### config.mk
export PLATFORM = sky130hd
export DESIGN_NAME = hcdg_top
export DESIGN_NICKNAME = d
export VERILOG_FILES = /design/src/common/hcdg_pkg.sv /design/src/rtl/hcdg_cfg_regs.sv /design/src/rtl/hcdg_top.sv
export SDC_FILE = /design/constraint.sdc
export NUM_CORES = 1
export LEC_CHECK = 0
export BUFFER_PORTS_ARGS = -buffer_cell sky130_fd_sc_hd__buf_2
export CAP_MARGIN = 20
export CORE_MARGIN = 1
export CORE_UTILIZATION = 29
export CTS_CLUSTER_SIZE = 12
export DETAILED_ROUTE_END_ITERATION = 12
export REMOVE_ABC_BUFFERS = 1
export SYNTH_ARGS = -nofsm -noshare
export SYNTH_HDL_FRONTEND = slang
export SYNTH_SLANG_ARGS = --single-unit
### constraint.sdc
create_clock -name clk -period 2.5 [get_ports clk]
set_clock_uncertainty 0.15 [all_clocks]
set_input_delay 0 -clock clk [delete_from_list [all_inputs] [get_ports clk]]
set_output_delay 0 -clock clk [all_outputs]
set_load 0.01 [all_outputs]
### src/common/hcdg_pkg.sv
// constants for the hub class descriptor generator
package hcdg_pkg;
    // ==========================================
    // configuration register offsets
    localparam logic [7:0] ADDR_CONFIG_BYTE_ONE = 8'h06;
    localparam logic [7:0] ADDR_NONREMOVABLE = 8'h08;
    localparam logic [7:0] ADDR_DISABLED_SP = 8'h0A;
    localparam logic [7:0] ADDR_DISABLED_BP = 8'h0B;
    localparam logic [7:0] ADDR_CURRENT_SP = 8'h0E;
    localparam logic [7:0] ADDR_CURRENT_BP = 8'h0F;
    localparam logic [7:0] ADDR_POWER_ON_TIME = 8'h10;
    // ==========================================
    // config_byte_one field positions
    localparam int CONF_ONE_POWER_SOURCE_BIT = 7;
    localparam int CONF_ONE_COMPOUND_BIT = 3;
    localparam int CONF_ONE_SENSE_HI = 2;
    localparam int CONF_ONE_SENSE_LO = 1;
    localparam int CONF_ONE_PORT_POWER_BIT = 0;
    localparam logic [7:0] CONF_ONE_WRITE_MASK = 8'h8F;
    // disabled-port masks: bits 3:1 stand for ports 1 to 3
    localparam int PORT_MASK_HI = 3;
    localparam int PORT_MASK_LO = 1;
    localparam logic [7:0] PORT_MASK_WRITE = 8'h0E;
    // ==========================================
    // internal default load values
    localparam logic [7:0] DEF_CONFIG_BYTE_ONE = 8'h00;
    localparam logic [7:0] DEF_NONREMOVABLE = 8'h00;
    localparam logic [7:0] DEF_DISABLED_SP = 8'h00;
    localparam logic [7:0] DEF_DISABLED_BP = 8'h00;
    localparam logic [7:0] DEF_CURRENT_SP = 8'h01;
    localparam logic [7:0] DEF_CURRENT_BP = 8'h64;
    localparam logic [7:0] DEF_POWER_ON_TIME = 8'h32;
    // ==========================================
    // descriptor layout
    localparam logic [7:0] DESC_TYPE_HUB = 8'h29;
    localparam logic [7:0] DESC_TYPE_LEGACY = 8'h00;
    localparam logic [7:0] DESC_LENGTH = 8'h09;
    localparam logic [7:0] DESC_POWER_CTRL_MASK = 8'hFF;
    localparam logic [7:0] DESC_ZERO = 8'h00;
    localparam logic [1:0] PORTS_TOTAL = 2'h3;
    localparam logic [1:0] LOGICAL_PWR_GANGED = 2'h0;
    localparam logic [1:0] LOGICAL_PWR_PER_PORT = 2'h1;
    localparam logic [1:0] TT_THINK_8FS = 2'h0;
    localparam logic PORT_INDICATOR_NONE = 1'b0;
    localparam int IDX_LENGTH = 0;
    localparam int IDX_TYPE = 1;
    localparam int IDX_PORTS = 2;
    localparam int IDX_CHAR_LO = 3;
    localparam int IDX_CHAR_HI = 4;
    localparam int IDX_POWER_ON = 5;
    localparam int IDX_CURRENT = 6;
    localparam int IDX_REMOVABLE = 7;
    localparam int IDX_PWR_MASK = 8;
    localparam int DESC_BYTES = 9;
    localparam logic [3:0] IDX_FIRST = 4'h0;
    localparam logic [3:0] IDX_STEP = 4'h1;
    // ==========================================
    // transfer states
    typedef enum logic [0:0] {
        HCDG_IDLE = 1'b0,
        HCDG_SEND = 1'b1
    } hcdg_state_type;
endpackage

### src/rtl/hcdg_cfg_regs.sv
// configuration register store loaded by defaults or the serial port
module hcdg_cfg_regs
    import hcdg_pkg::*;
(
    input wire logic clk,
    input wire logic rst,
    input wire logic cfg_wr_en,
    input wire logic cfg_rd_en,
    input wire logic [7:0] cfg_addr,
    input wire logic [7:0] cfg_wdata,
    output logic [7:0] cfg_rdata,
    output logic [7:0] config_byte_one,
    output logic [7:0] nonremovable_port_mask,
    output logic [7:0] disabled_ports_selfpowered,
    output logic [7:0] disabled_ports_buspowered,
    output logic [7:0] ctrl_current_selfpowered,
    output logic [7:0] ctrl_current_buspowered,
    output logic [7:0] power_on_time
);
    // ==========================================
    // decode
    logic [7:0] conf_one_reg, nrem_reg, dsp_reg, dbp_reg, csp_reg, cbp_reg, pon_reg, rdata_reg;
    logic [7:0] rdata_next;
    wire sel_conf_one = cfg_addr == ADDR_CONFIG_BYTE_ONE;
    wire sel_nrem = cfg_addr == ADDR_NONREMOVABLE;
    wire sel_dsp = cfg_addr == ADDR_DISABLED_SP;
    wire sel_dbp = cfg_addr == ADDR_DISABLED_BP;
    wire sel_csp = cfg_addr == ADDR_CURRENT_SP;
    wire sel_cbp = cfg_addr == ADDR_CURRENT_BP;
    wire sel_pon = cfg_addr == ADDR_POWER_ON_TIME;
    // unmapped offsets read as zero
    assign rdata_next = sel_conf_one ? conf_one_reg : sel_nrem ? nrem_reg : sel_dsp ? dsp_reg :
        sel_dbp ? dbp_reg : sel_csp ? csp_reg : sel_cbp ? cbp_reg :
        sel_pon ? pon_reg : DESC_ZERO;
    // ==========================================
    // storage
    always_ff @(posedge clk) begin
        if (rst) begin
            // internal default load
            conf_one_reg <= DEF_CONFIG_BYTE_ONE;
            nrem_reg <= DEF_NONREMOVABLE;
            dsp_reg <= DEF_DISABLED_SP;
            dbp_reg <= DEF_DISABLED_BP;
            csp_reg <= DEF_CURRENT_SP;
            cbp_reg <= DEF_CURRENT_BP;
            pon_reg <= DEF_POWER_ON_TIME;
        end else if (cfg_wr_en) begin
            // serial port load; reserved bits stay zero
            if (sel_conf_one) conf_one_reg <= cfg_wdata & CONF_ONE_WRITE_MASK;
            if (sel_nrem) nrem_reg <= cfg_wdata;
            if (sel_dsp) dsp_reg <= cfg_wdata & PORT_MASK_WRITE;
            if (sel_dbp) dbp_reg <= cfg_wdata & PORT_MASK_WRITE;
            if (sel_csp) csp_reg <= cfg_wdata;
            if (sel_cbp) cbp_reg <= cfg_wdata;
            if (sel_pon) pon_reg <= cfg_wdata;
        end
    end
    always_ff @(posedge clk) begin
        if (rst) begin
            rdata_reg <= DESC_ZERO;
        end else if (cfg_rd_en) begin
            rdata_reg <= rdata_next;
        end
    end
    assign cfg_rdata = rdata_reg;
    assign config_byte_one = conf_one_reg;
    assign nonremovable_port_mask = nrem_reg;
    assign disabled_ports_selfpowered = dsp_reg;
    assign disabled_ports_buspowered = dbp_reg;
    assign ctrl_current_selfpowered = csp_reg;
    assign ctrl_current_buspowered = cbp_reg;
    assign power_on_time = pon_reg;
endmodule

### src/rtl/hcdg_top.sv
// hub class descriptor generator: config store and byte streamer
// Notes on behaviour
// - answer descriptor types 29h and legacy 00h
// - byte 0 is 09h, byte 1 is 29h
// - ports equal three minus disabled ports
// - power source bit picks disabled-port mask
// - characteristics come from default or serial load
// - D1:0 is 01b with per-port power
// - D2 compound, D4:3 overcurrent sense mode
// - D6:5 fixed zero, 8 FS think time
// - D7 zero, upper characteristics byte zero
// - power-on time byte passed through unchanged
// - controller current byte in 1 mA units
// - power source bit picks controller current
// - byte 7 is the nonremovable port mask
// - byte 8 is constant FFh
module hcdg_top
    import hcdg_pkg::*;
(
    input wire logic clk,
    input wire logic rst,
    input wire logic cfg_wr_en,
    input wire logic cfg_rd_en,
    input wire logic [7:0] cfg_addr,
    input wire logic [7:0] cfg_wdata,
    output logic [7:0] cfg_rdata,
    input wire logic req_valid,
    input wire logic [7:0] req_type,
    input wire logic [15:0] req_length,
    output logic req_stall,
    output logic tx_valid,
    output logic [7:0] tx_data,
    output logic tx_last,
    input wire logic tx_ready
);
    // ==========================================
    // configuration store
    logic [7:0] config_byte_one;
    logic [7:0] nonremovable_port_mask;
    logic [7:0] disabled_ports_selfpowered;
    logic [7:0] disabled_ports_buspowered;
    logic [7:0] ctrl_current_selfpowered;
    logic [7:0] ctrl_current_buspowered;
    logic [7:0] power_on_time;

    hcdg_cfg_regs u_regs (
        .clk(clk),
        .rst(rst),
        .cfg_wr_en(cfg_wr_en),
        .cfg_rd_en(cfg_rd_en),
        .cfg_addr(cfg_addr),
        .cfg_wdata(cfg_wdata),
        .cfg_rdata(cfg_rdata),
        .config_byte_one(config_byte_one),
        .nonremovable_port_mask(nonremovable_port_mask),
        .disabled_ports_selfpowered(disabled_ports_selfpowered),
        .disabled_ports_buspowered(disabled_ports_buspowered),
        .ctrl_current_selfpowered(ctrl_current_selfpowered),
        .ctrl_current_buspowered(ctrl_current_buspowered),
        .power_on_time(power_on_time)
    );

    // ==========================================
    // descriptor field derivation
    wire power_source_select = config_byte_one[CONF_ONE_POWER_SOURCE_BIT];
    wire per_port_power_switching = config_byte_one[CONF_ONE_PORT_POWER_BIT];
    wire compound_device = config_byte_one[CONF_ONE_COMPOUND_BIT];
    wire [1:0] overcurrent_sense_mode = config_byte_one[CONF_ONE_SENSE_HI:CONF_ONE_SENSE_LO];
    // the mask follows the live power mode, so a mode change mid-answer shows in bytes loaded after it
    wire [2:0] disabled_mask = power_source_select ?
        disabled_ports_selfpowered[PORT_MASK_HI:PORT_MASK_LO] :
        disabled_ports_buspowered[PORT_MASK_HI:PORT_MASK_LO];
    wire [1:0] disabled_count = 2'(disabled_mask[0]) + 2'(disabled_mask[1]) +
        2'(disabled_mask[2]);
    wire [1:0] ports_enabled = PORTS_TOTAL - disabled_count;
    wire [1:0] logical_power = per_port_power_switching ?
        LOGICAL_PWR_PER_PORT : LOGICAL_PWR_GANGED;
    wire [7:0] char_low = {PORT_INDICATOR_NONE, TT_THINK_8FS, overcurrent_sense_mode,
        compound_device, logical_power};
    wire [7:0] ctrl_current = power_source_select ?
        ctrl_current_selfpowered : ctrl_current_buspowered;

    logic [7:0] desc_bytes [DESC_BYTES];
    assign desc_bytes[IDX_LENGTH] = DESC_LENGTH;
    assign desc_bytes[IDX_TYPE] = DESC_TYPE_HUB;
    assign desc_bytes[IDX_PORTS] = {6'h00, ports_enabled};
    assign desc_bytes[IDX_CHAR_LO] = char_low;
    assign desc_bytes[IDX_CHAR_HI] = DESC_ZERO;
    assign desc_bytes[IDX_POWER_ON] = power_on_time;
    assign desc_bytes[IDX_CURRENT] = ctrl_current;
    assign desc_bytes[IDX_REMOVABLE] = nonremovable_port_mask;
    assign desc_bytes[IDX_PWR_MASK] = DESC_POWER_CTRL_MASK;

    // ==========================================
    // request decode
    hcdg_state_type state_reg;
    hcdg_state_type state_next;
    logic [3:0] index_reg;
    logic [3:0] index_next;
    logic [3:0] count_reg;
    logic [3:0] count_next;
    logic [7:0] data_reg;
    logic [7:0] data_next;
    logic valid_reg;
    logic valid_next;
    logic last_reg;
    logic last_next;
    logic stall_reg;
    logic stall_next;

    wire type_match = req_type == DESC_TYPE_HUB || req_type == DESC_TYPE_LEGACY;
    wire long_request = req_length >= 16'(DESC_BYTES);
    // truncate to the host's length, never beyond the descriptor
    wire [3:0] send_count = long_request ? 4'(DESC_BYTES) : req_length[3:0];
    wire start = state_reg == HCDG_IDLE && req_valid && type_match && send_count != 4'h0;
    wire [3:0] index_step = index_reg + IDX_STEP;
    wire [3:0] index_after = index_step + IDX_STEP;
    wire advance = state_reg == HCDG_SEND && tx_ready;

    // ==========================================
    // transfer sequencing
    always_comb begin
        state_next = state_reg;
        index_next = index_reg;
        count_next = count_reg;
        data_next = data_reg;
        valid_next = valid_reg;
        last_next = last_reg;
        // unknown descriptor types are stalled; requests during a send are ignored
        stall_next = state_reg == HCDG_IDLE && req_valid && !type_match;
        case (state_reg)
            HCDG_IDLE: begin
                if (start) begin
                    state_next = HCDG_SEND;
                    index_next = IDX_FIRST;
                    count_next = send_count;
                    data_next = desc_bytes[IDX_FIRST];
                    valid_next = 1'b1;
                    last_next = send_count == IDX_STEP;
                end
            end
            HCDG_SEND: begin
                if (advance) begin
                    if (last_reg) begin
                        state_next = HCDG_IDLE;
                        valid_next = 1'b0;
                        last_next = 1'b0;
                    end else begin
                        // ascending offsets, one byte per accepted beat
                        index_next = index_step;
                        data_next = desc_bytes[index_step];
                        last_next = index_after == count_reg;
                    end
                end
            end
            default: begin
                state_next = HCDG_IDLE;
                valid_next = 1'b0;
                last_next = 1'b0;
            end
        endcase
    end

    // ==========================================
    // registers, one per block so each reset value sits by its flop
    always_ff @(posedge clk) begin
        if (rst) begin
            state_reg <= HCDG_IDLE;
        end else begin
            state_reg <= state_next;
        end
    end

    always_ff @(posedge clk) begin
        if (rst) begin
            index_reg <= IDX_FIRST;
        end else begin
            index_reg <= index_next;
        end
    end

    always_ff @(posedge clk) begin
        if (rst) begin
            count_reg <= IDX_FIRST;
        end else begin
            count_reg <= count_next;
        end
    end

    always_ff @(posedge clk) begin
        if (rst) begin
            data_reg <= DESC_ZERO;
        end else begin
            data_reg <= data_next;
        end
    end

    always_ff @(posedge clk) begin
        if (rst) begin
            valid_reg <= 1'b0;
        end else begin
            valid_reg <= valid_next;
        end
    end

    always_ff @(posedge clk) begin
        if (rst) begin
            last_reg <= 1'b0;
        end else begin
            last_reg <= last_next;
        end
    end

    // stall is high one cycle after each idle cycle with a bad-type request; the host side must latch it if needed
    always_ff @(posedge clk) begin
        if (rst) begin
            stall_reg <= 1'b0;
        end else begin
            stall_reg <= stall_next;
        end
    end

    assign tx_valid = valid_reg;
    assign tx_data = data_reg;
    assign tx_last = last_reg;
    assign req_stall = stall_reg;
endmodule

# Yosys cells after proc, flatten, opt, wreduce, memory -nomap -nowiden
# Cells that the tools add are included.
[word_totals]
regBits = 71
in_bits = 46
output_inout_bits = 19
wordCells = 92
[classes]
n_addsub = 5
order_cmp = 2
n_eq_ne = 14
mux = 34
bitwise = 2
n_reduce_logical = 20
[op_table]
columns = ["operator", "n"]
rows = [
  ["$mux 8", 13],
  ["$eq 8x4->1 const B", 5],
  ["$bmux 8 s4", 1],
  ["$reduce_and 2->1", 9],
  ["$ge 16x4->1 const B", 1],
  ["$mux 4", 4],
  ["$pmux 8 s2", 1],
  ["$mux 1", 10],
  ["$add 4x1->4 const B", 2],
  ["$eq 8x3->1 const B", 1],
  ["$eq 8x5->1 const B", 1],
  ["$eq 8x6->1 const B", 1],
  ["$logic_not 8->1", 1],
  ["$pmux 4 s2", 1],
  ["$pmux 1 s2", 3],
  ["$reduce_and 3->1", 2],
  ["$ge 5x5->1 const B", 1],
  ["$logic_and 1x1->1", 5],
  ["$not 4->5", 1],
  ["$eq 4x1->1 const B", 1],
  ["$eq 4x4->1", 1],
  ["$ne 2x1->1 const B", 2],
  ["$ne 2x2->1 const B", 2],
  ["$reduce_bool 4->1", 1],
  ["7 further kinds", 7],
]

# Longest topological paths before layout
[logic_depth]
word_depth = 10
depth_mapped = 10
depth_no_buf = 7

# By module
# Synthesis repeated with hierarchy kept, for this count alone.
[unflattened]
cells_unflattened = 475
hier_area_um2 = 4115.2
[by_module_without_submodules]
columns = ["mod", "instances", "cells_per_inst", "area_per_inst_um2", "seq_area_each_um2"]
rows = [
  ["hcdg_cfg_regs", 1, 291, 2486.1, 1021.0],
  ["hcdg_top", 1, 184, 1629.1, 400.4],
]

# Worst setup path before layout
# OpenSTA, ideal clock, no wires.
[synth_path]
path_type = "reg2reg"
startpoint = "register u_regs.conf_one_reg[7], in the netlist u_regs.config_byte_one[7]"
endpoint = "register data_reg[0], in the netlist tx_data[0]"
setup_ps = 116
t_arrival_ps = 1976
t_required_ps = 2234
path_slack_ps = 258
stages_incl_launch_ff = 10
period_less_slack_ps = 2242
path_cell_list = "dfxtp_1 > clkbuf_1 > buf_2 > mux2i_1 > fa_1 > mux2i_1 > nand3_1 > nand3_1 > o2111ai_1 > o211a_1"
[synth_between]
elab_chain_len = 10
[synth_lines]
columns = ["item", "line_no", "rtl"]
rows = [
  ["start: declaration", "hcdg_cfg_regs.sv:22", "logic [7:0] conf_one_reg, nrem_reg, dsp_reg, dbp_reg, csp_reg, cbp_reg, pon_reg, rdata_reg;"],
  ["start signal: assignment", "hcdg_cfg_regs.sv:49", "if (sel_conf_one) conf_one_reg <= cfg_wdata & CONF_ONE_WRITE_MASK;"],
  ["$mux 3", "hcdg_top.sv:70", "wire [2:0] disabled_mask = power_source_select ?"],
  ["$add 1x1->2", "hcdg_top.sv:73", "wire [1:0] disabled_count = 2'(disabled_mask[0]) + 2'(disabled_mask[1]) +"],
  ["$add 2x1->2", "hcdg_top.sv:73", ""],
  ["$sub 2x2->2", "hcdg_top.sv:75", "wire [1:0] ports_enabled = PORTS_TOTAL - disabled_count;"],
  ["$bmux 8 s4 *", "hcdg_top.sv:151", "data_next = desc_bytes[index_step];"],
  ["$mux 8 (not written as such) * (2 in a row)", "hcdg_top.sv:151", ""],
  ["$mux 8 *", "hcdg_top.sv:144", "if (last_reg) begin"],
  ["$mux 8 *", "hcdg_top.sv:143", "if (advance) begin"],
  ["$pmux 8 s2 *", "hcdg_top.sv:131", "case (state_reg)"],
  ["end signal: assignment", "hcdg_top.sv:194", "data_reg <= data_next;"],
  ["end: declaration", "hcdg_top.sv:102", "logic [7:0] data_reg;"],
]
# Every way passes the cells marked *; elsewhere a longest branch is shown, timed or not. The select of a mux whose other input is x is not followed.
# A chain may end at the register's enable or synchronous reset.

# Worst setup path after layout
[layout_path]
startpoint = "input req_type[7]"
endpoint = "register count_reg[2]"
[layout_between]
elab_chain_len = 5
[layout_lines]
columns = ["item", "line_no", "rtl"]
rows = [
  ["start: declaration", "hcdg_top.sv:28", "input wire logic [7:0] req_type,"],
  ["$eq 8x6->1 / $logic_not 8->1 (equally long branches)", "hcdg_top.sv:111", "wire type_match = req_type == DESC_TYPE_HUB || req_type == DESC_TYPE_LEGACY;"],
  ["$logic_or 1x1->1 *", "hcdg_top.sv:111", ""],
  ["$logic_and 1x1->1 * (2 in a row)", "hcdg_top.sv:115", "wire start = state_reg == HCDG_IDLE && req_valid && type_match && send_count != 4'h0;"],
  ["$reduce_and 2->1 (no line) *", "--", ""],
  ["end signal: assignment", "hcdg_top.sv:186", "count_reg <= count_next;"],
  ["end: declaration", "hcdg_top.sv:100", "logic [3:0] count_reg;"],
]
# Every way passes the cells marked *; elsewhere a longest branch is shown, timed or not.

==> summary.md <==
| Metric | Value |
|---|---|
| Type of origin of the critical path | primary input |
| R2R Setup Slk | about 0.27 ns |
| Post-Synthesis Mean Instance Area | between 8 and 9 µm² |
| Power density over the cells | between 500 and 600 nW/µm² |
| DRT iter0 DRCs | 324 |
| Slew margin rel. | about 61% |
| Die height | between 100 and 150 µm |
| First-pass GRT wire length | between 15000 and 20000 µm |
| Routed len/inst | 16.3 µm |
| Initial antenna violation count | 0 |
| Hold WC Path Type | in2reg |
| Syn Std Cell Area | between 3000 and 4000 µm² |
| CP startpoint | req_type[7] |
| CP Class | in2reg |
| Via count | 3974 |
| RSZ-0062 raised after global routing | no |
| Die area | 14200 µm² |
| Yosys synthesis warning count | 0 |
| Grt ovf | 0 |
| Number of diodes | 0 |
| Worst hold margin | 0.0142 ns |
| Period Utilization, post-route | a little over nine tenths |
| Flops & latches, synth | between 70 and 80 |
| Clock tree buffer depth | 2 |
| WP data arrival | about 2.5 ns |
| Synth cell types | between 70 and 80 |
| I/O Pins | 65 |
| GP Congestion | 0.897 |
| Setup violators final | 0 |
| Clk sink count | 71 |
| Slowest cell on the critical path | dlygate4sd3_1 |
| Final Hold Viols | 0 |
| End of the critical path | count_reg[2] |
| Final worst slack | 0.139 ns |
| GRT Overall Usage | 17.2% |
| Top_reg_cell synth | dfxtp_1 |
| CP Cell Sequence | dlygate4sd3_1 > buf_2 > nor3_2 > dlygate4sd3_1 > and2_1 > a32oi_1 > dlygate4sd3_1 > nor2_1 |
| Core Area | 13300 µm² |
| CP required | between 2 and 3 ns |
| Gate Count Post-Synth | between 400 and 500 |
| Maximum level of the CTS H-tree | 3 |
| Leakage power | around 0.0020 µW |
| Layout net count | 610 |
| Clock transition at path regs | about 0.05 ns |
| WL final | between 10000 and 15000 µm |
| DRC errors left | 0 |
| Ys async rst share | 0% |
| Critical path fanouts, max | 4 |
| Final ANT Viol Nets | 0 |
| Kind of end point of the critical path | register |
| Max incr delay on CP | approximately 0.63 ns |
| Largest net degree at the start of global routing | 53 |
| Post-synth top area share | a little over a third |
| Number of synthesized flops with an enable pin | 0 |
| Max Slew Vio Count | 0 |
| Outcome | finished, final reports clean |
| Maximum VDD drop | about 0.00032 V |
| Starting density of the core | between 20% and 30% |
| CTS Root Cell | clkbuf_16 |
| Post-synthesis cell type with the largest combined area | dfxtp_1 |
| CTS buffer count | 9 |
| Post-synthesis sequential area ratio | between 30% and 40% |
| Reg2Reg Launch Point | index_reg[0] |
| Port Buffers | between 60 and 70 |
| Via/cell ratio | 5.37 |
| Max Cap Viol | 0 |
| Cell mode on critical path | dlygate4sd3_1 |
| Die W | between 100 and 150 µm |
| Top cells by area, synth | dfxtp_1 36%, mux2i_1 9.3%, a21oi_1 5.6%, nand2_1 5.1%, nand3_1 4.6% |
| Clk Latency, worst-skew pair | 0.34 ns |
| Clock tree from TritonCTS | yes |
| F_max | 424 MHz |
| Worst R2R Path Depth | 8 |
| Final min period | between 2 and 2.5 ns |
| Slew @ Worst Pin | slightly below 0.6 ns |
| FF-to-FF End | tx_data[3] |
| Post-detail-place hpwl | between 8000 and 9000 µm |
| Vias in the first global route | ~3700 |
| Share of cells above drive strength 1 | between 20% and 30% |
| Area delta synth->final | 27.8% |
| DR pass1 iterations | 5 |
| Row cnt | between 40 and 50 |
| Placement Setup Slack | about 0.29 ns |
cells in the mapped netlist, types with 4 or more instances:
cell type / number
nor4_1: 4
dfxtp_1: 71
or3_1: 5
and3_1: 12
a21oi_1: 45
a22o_1: 7
inv_1: 7
o32ai_1: 6
nand3_1: 37
ha_1: 4
mux2i_1: 37
o22ai_1: 5
a31oi_1: 4
clkbuf_1: 17
nand2b_1: 4
a22oi_1: 4
nand2_1: 54
buf_2: 11
o21ai_0: 14
xor2_1: 4
a211o_1: 7
nor2b_1: 8
nor2_1: 31
worst max-delay path, delay by kind of cell:
family | cells | cell delay, ns
and+or+nand+nor | 3 | 0.52
buffers and inverters | 4 | 1.85
AOI/OAI and AO/OA | 1 | 0.10
layer usage:
metal | GRT usage (%) | vias to the layer above | wire length (µm)
met5 | 0 | - | 0
met4 | 5.78 | 0 | 205
met3 | 3.78 | 17 | 866
met2 | 26.0 | 183 | 5250
met1 | 24.1 | 1849 | 5720
li1 | - | 1925 | -
power breakdown:
part	internal (µW)	leakage (µW)	total (µW)	switching, µW
Combinational	77.7	0.00130	185	107
Sequential	1140	0.000573	1140	2.72
Clock	932	0.000163	1430	497
Total	2150	0.00203	2750	607
through the flow:
stage / std cells / area (µm²) / power, µW / setup TNS (ns) / util, %
global placement: 697 / 4500 / 1320 / 0 / 33.7
global route: 740 / 5100 / 2830 / 0 / 38.2
detailed placement: 697 / 4500 / 1320 / 0 / 33.7
floorplan: 441 / 3840 / 1210 / -0.108 / -
CTS: 738 / 5080 / 2770 / 0 / 38.1
finish: 740 / 5100 / 2750 / 0 / 38.2
worst min-delay path by stage:
stage	from	end	cells past startpoint
after floorplan	rst	count_reg[0]	1
after global placement	cfg_wdata[6]	u_regs.nonremovable_port_mask[6]	3
after detailed placement	cfg_wdata[6]	u_regs.nonremovable_port_mask[6]	3
after CTS	req_length[12]	count_reg[3]	5
after global routing	cfg_rd_en	u_regs.cfg_rdata[2]	3
final	req_length[12]	count_reg[3]	5
area by class of cell:
class / instances / area (µm²)
Clock inverter: 4 / 77.6
Sequential cell: 71 / 1420
Multi-Input combinational cell: 363 / 2390
Fill cell: 1359 / 8250
Timing Repair Buffer: 107 / 706
Inverter: 7 / 26.3
Tap cell: 176 / 220
Clock buffer: 12 / 256
cells in the final DEF, fill, tap and decap left out, types with 4 or more instances in the layout:
cell type      instances
nand2_1               54
and3_1                12
ha_1                   4
nor2_1                31
nand3_1               37
nor4_1                 4
dfxtp_1               71
xor2_1                 4
o32ai_1                6
o21ai_0               14
a31oi_1                4
or3_1                  5
nor2b_1                8
buf_2                 64
a22o_1                 7
buf_4                 18
mux2i_1               37
dlygate4sd3_1         25
a22oi_1                4
a211o_1                7
clkbuf_16              9
o22ai_1                5
nand2b_1               4
a21oi_1               45
inv_1                  7
cells by family after synthesis:
family                     count (synthesis)  share of synthesized area [%]
muxes                                     38                           9.56
adders and majority gates                  5                           1.76
xor gates and xnor gates                   7                           1.54
and+or+nand+nor                          180                           24.2
AOI/OAI and AO/OA                        133                           22.8
buffers and inverters                     39                           4.48
DFF                                       71                           35.6
what timing repair did:
item,CTS,global route
endpoints found under the setup margin,0,2
gates resized for setup,0,0
buffers inserted,0,2
endpoints found under the hold margin,55,0
hold buffers,25,0
Note: power is estimated with default switching activity, not from simulation.
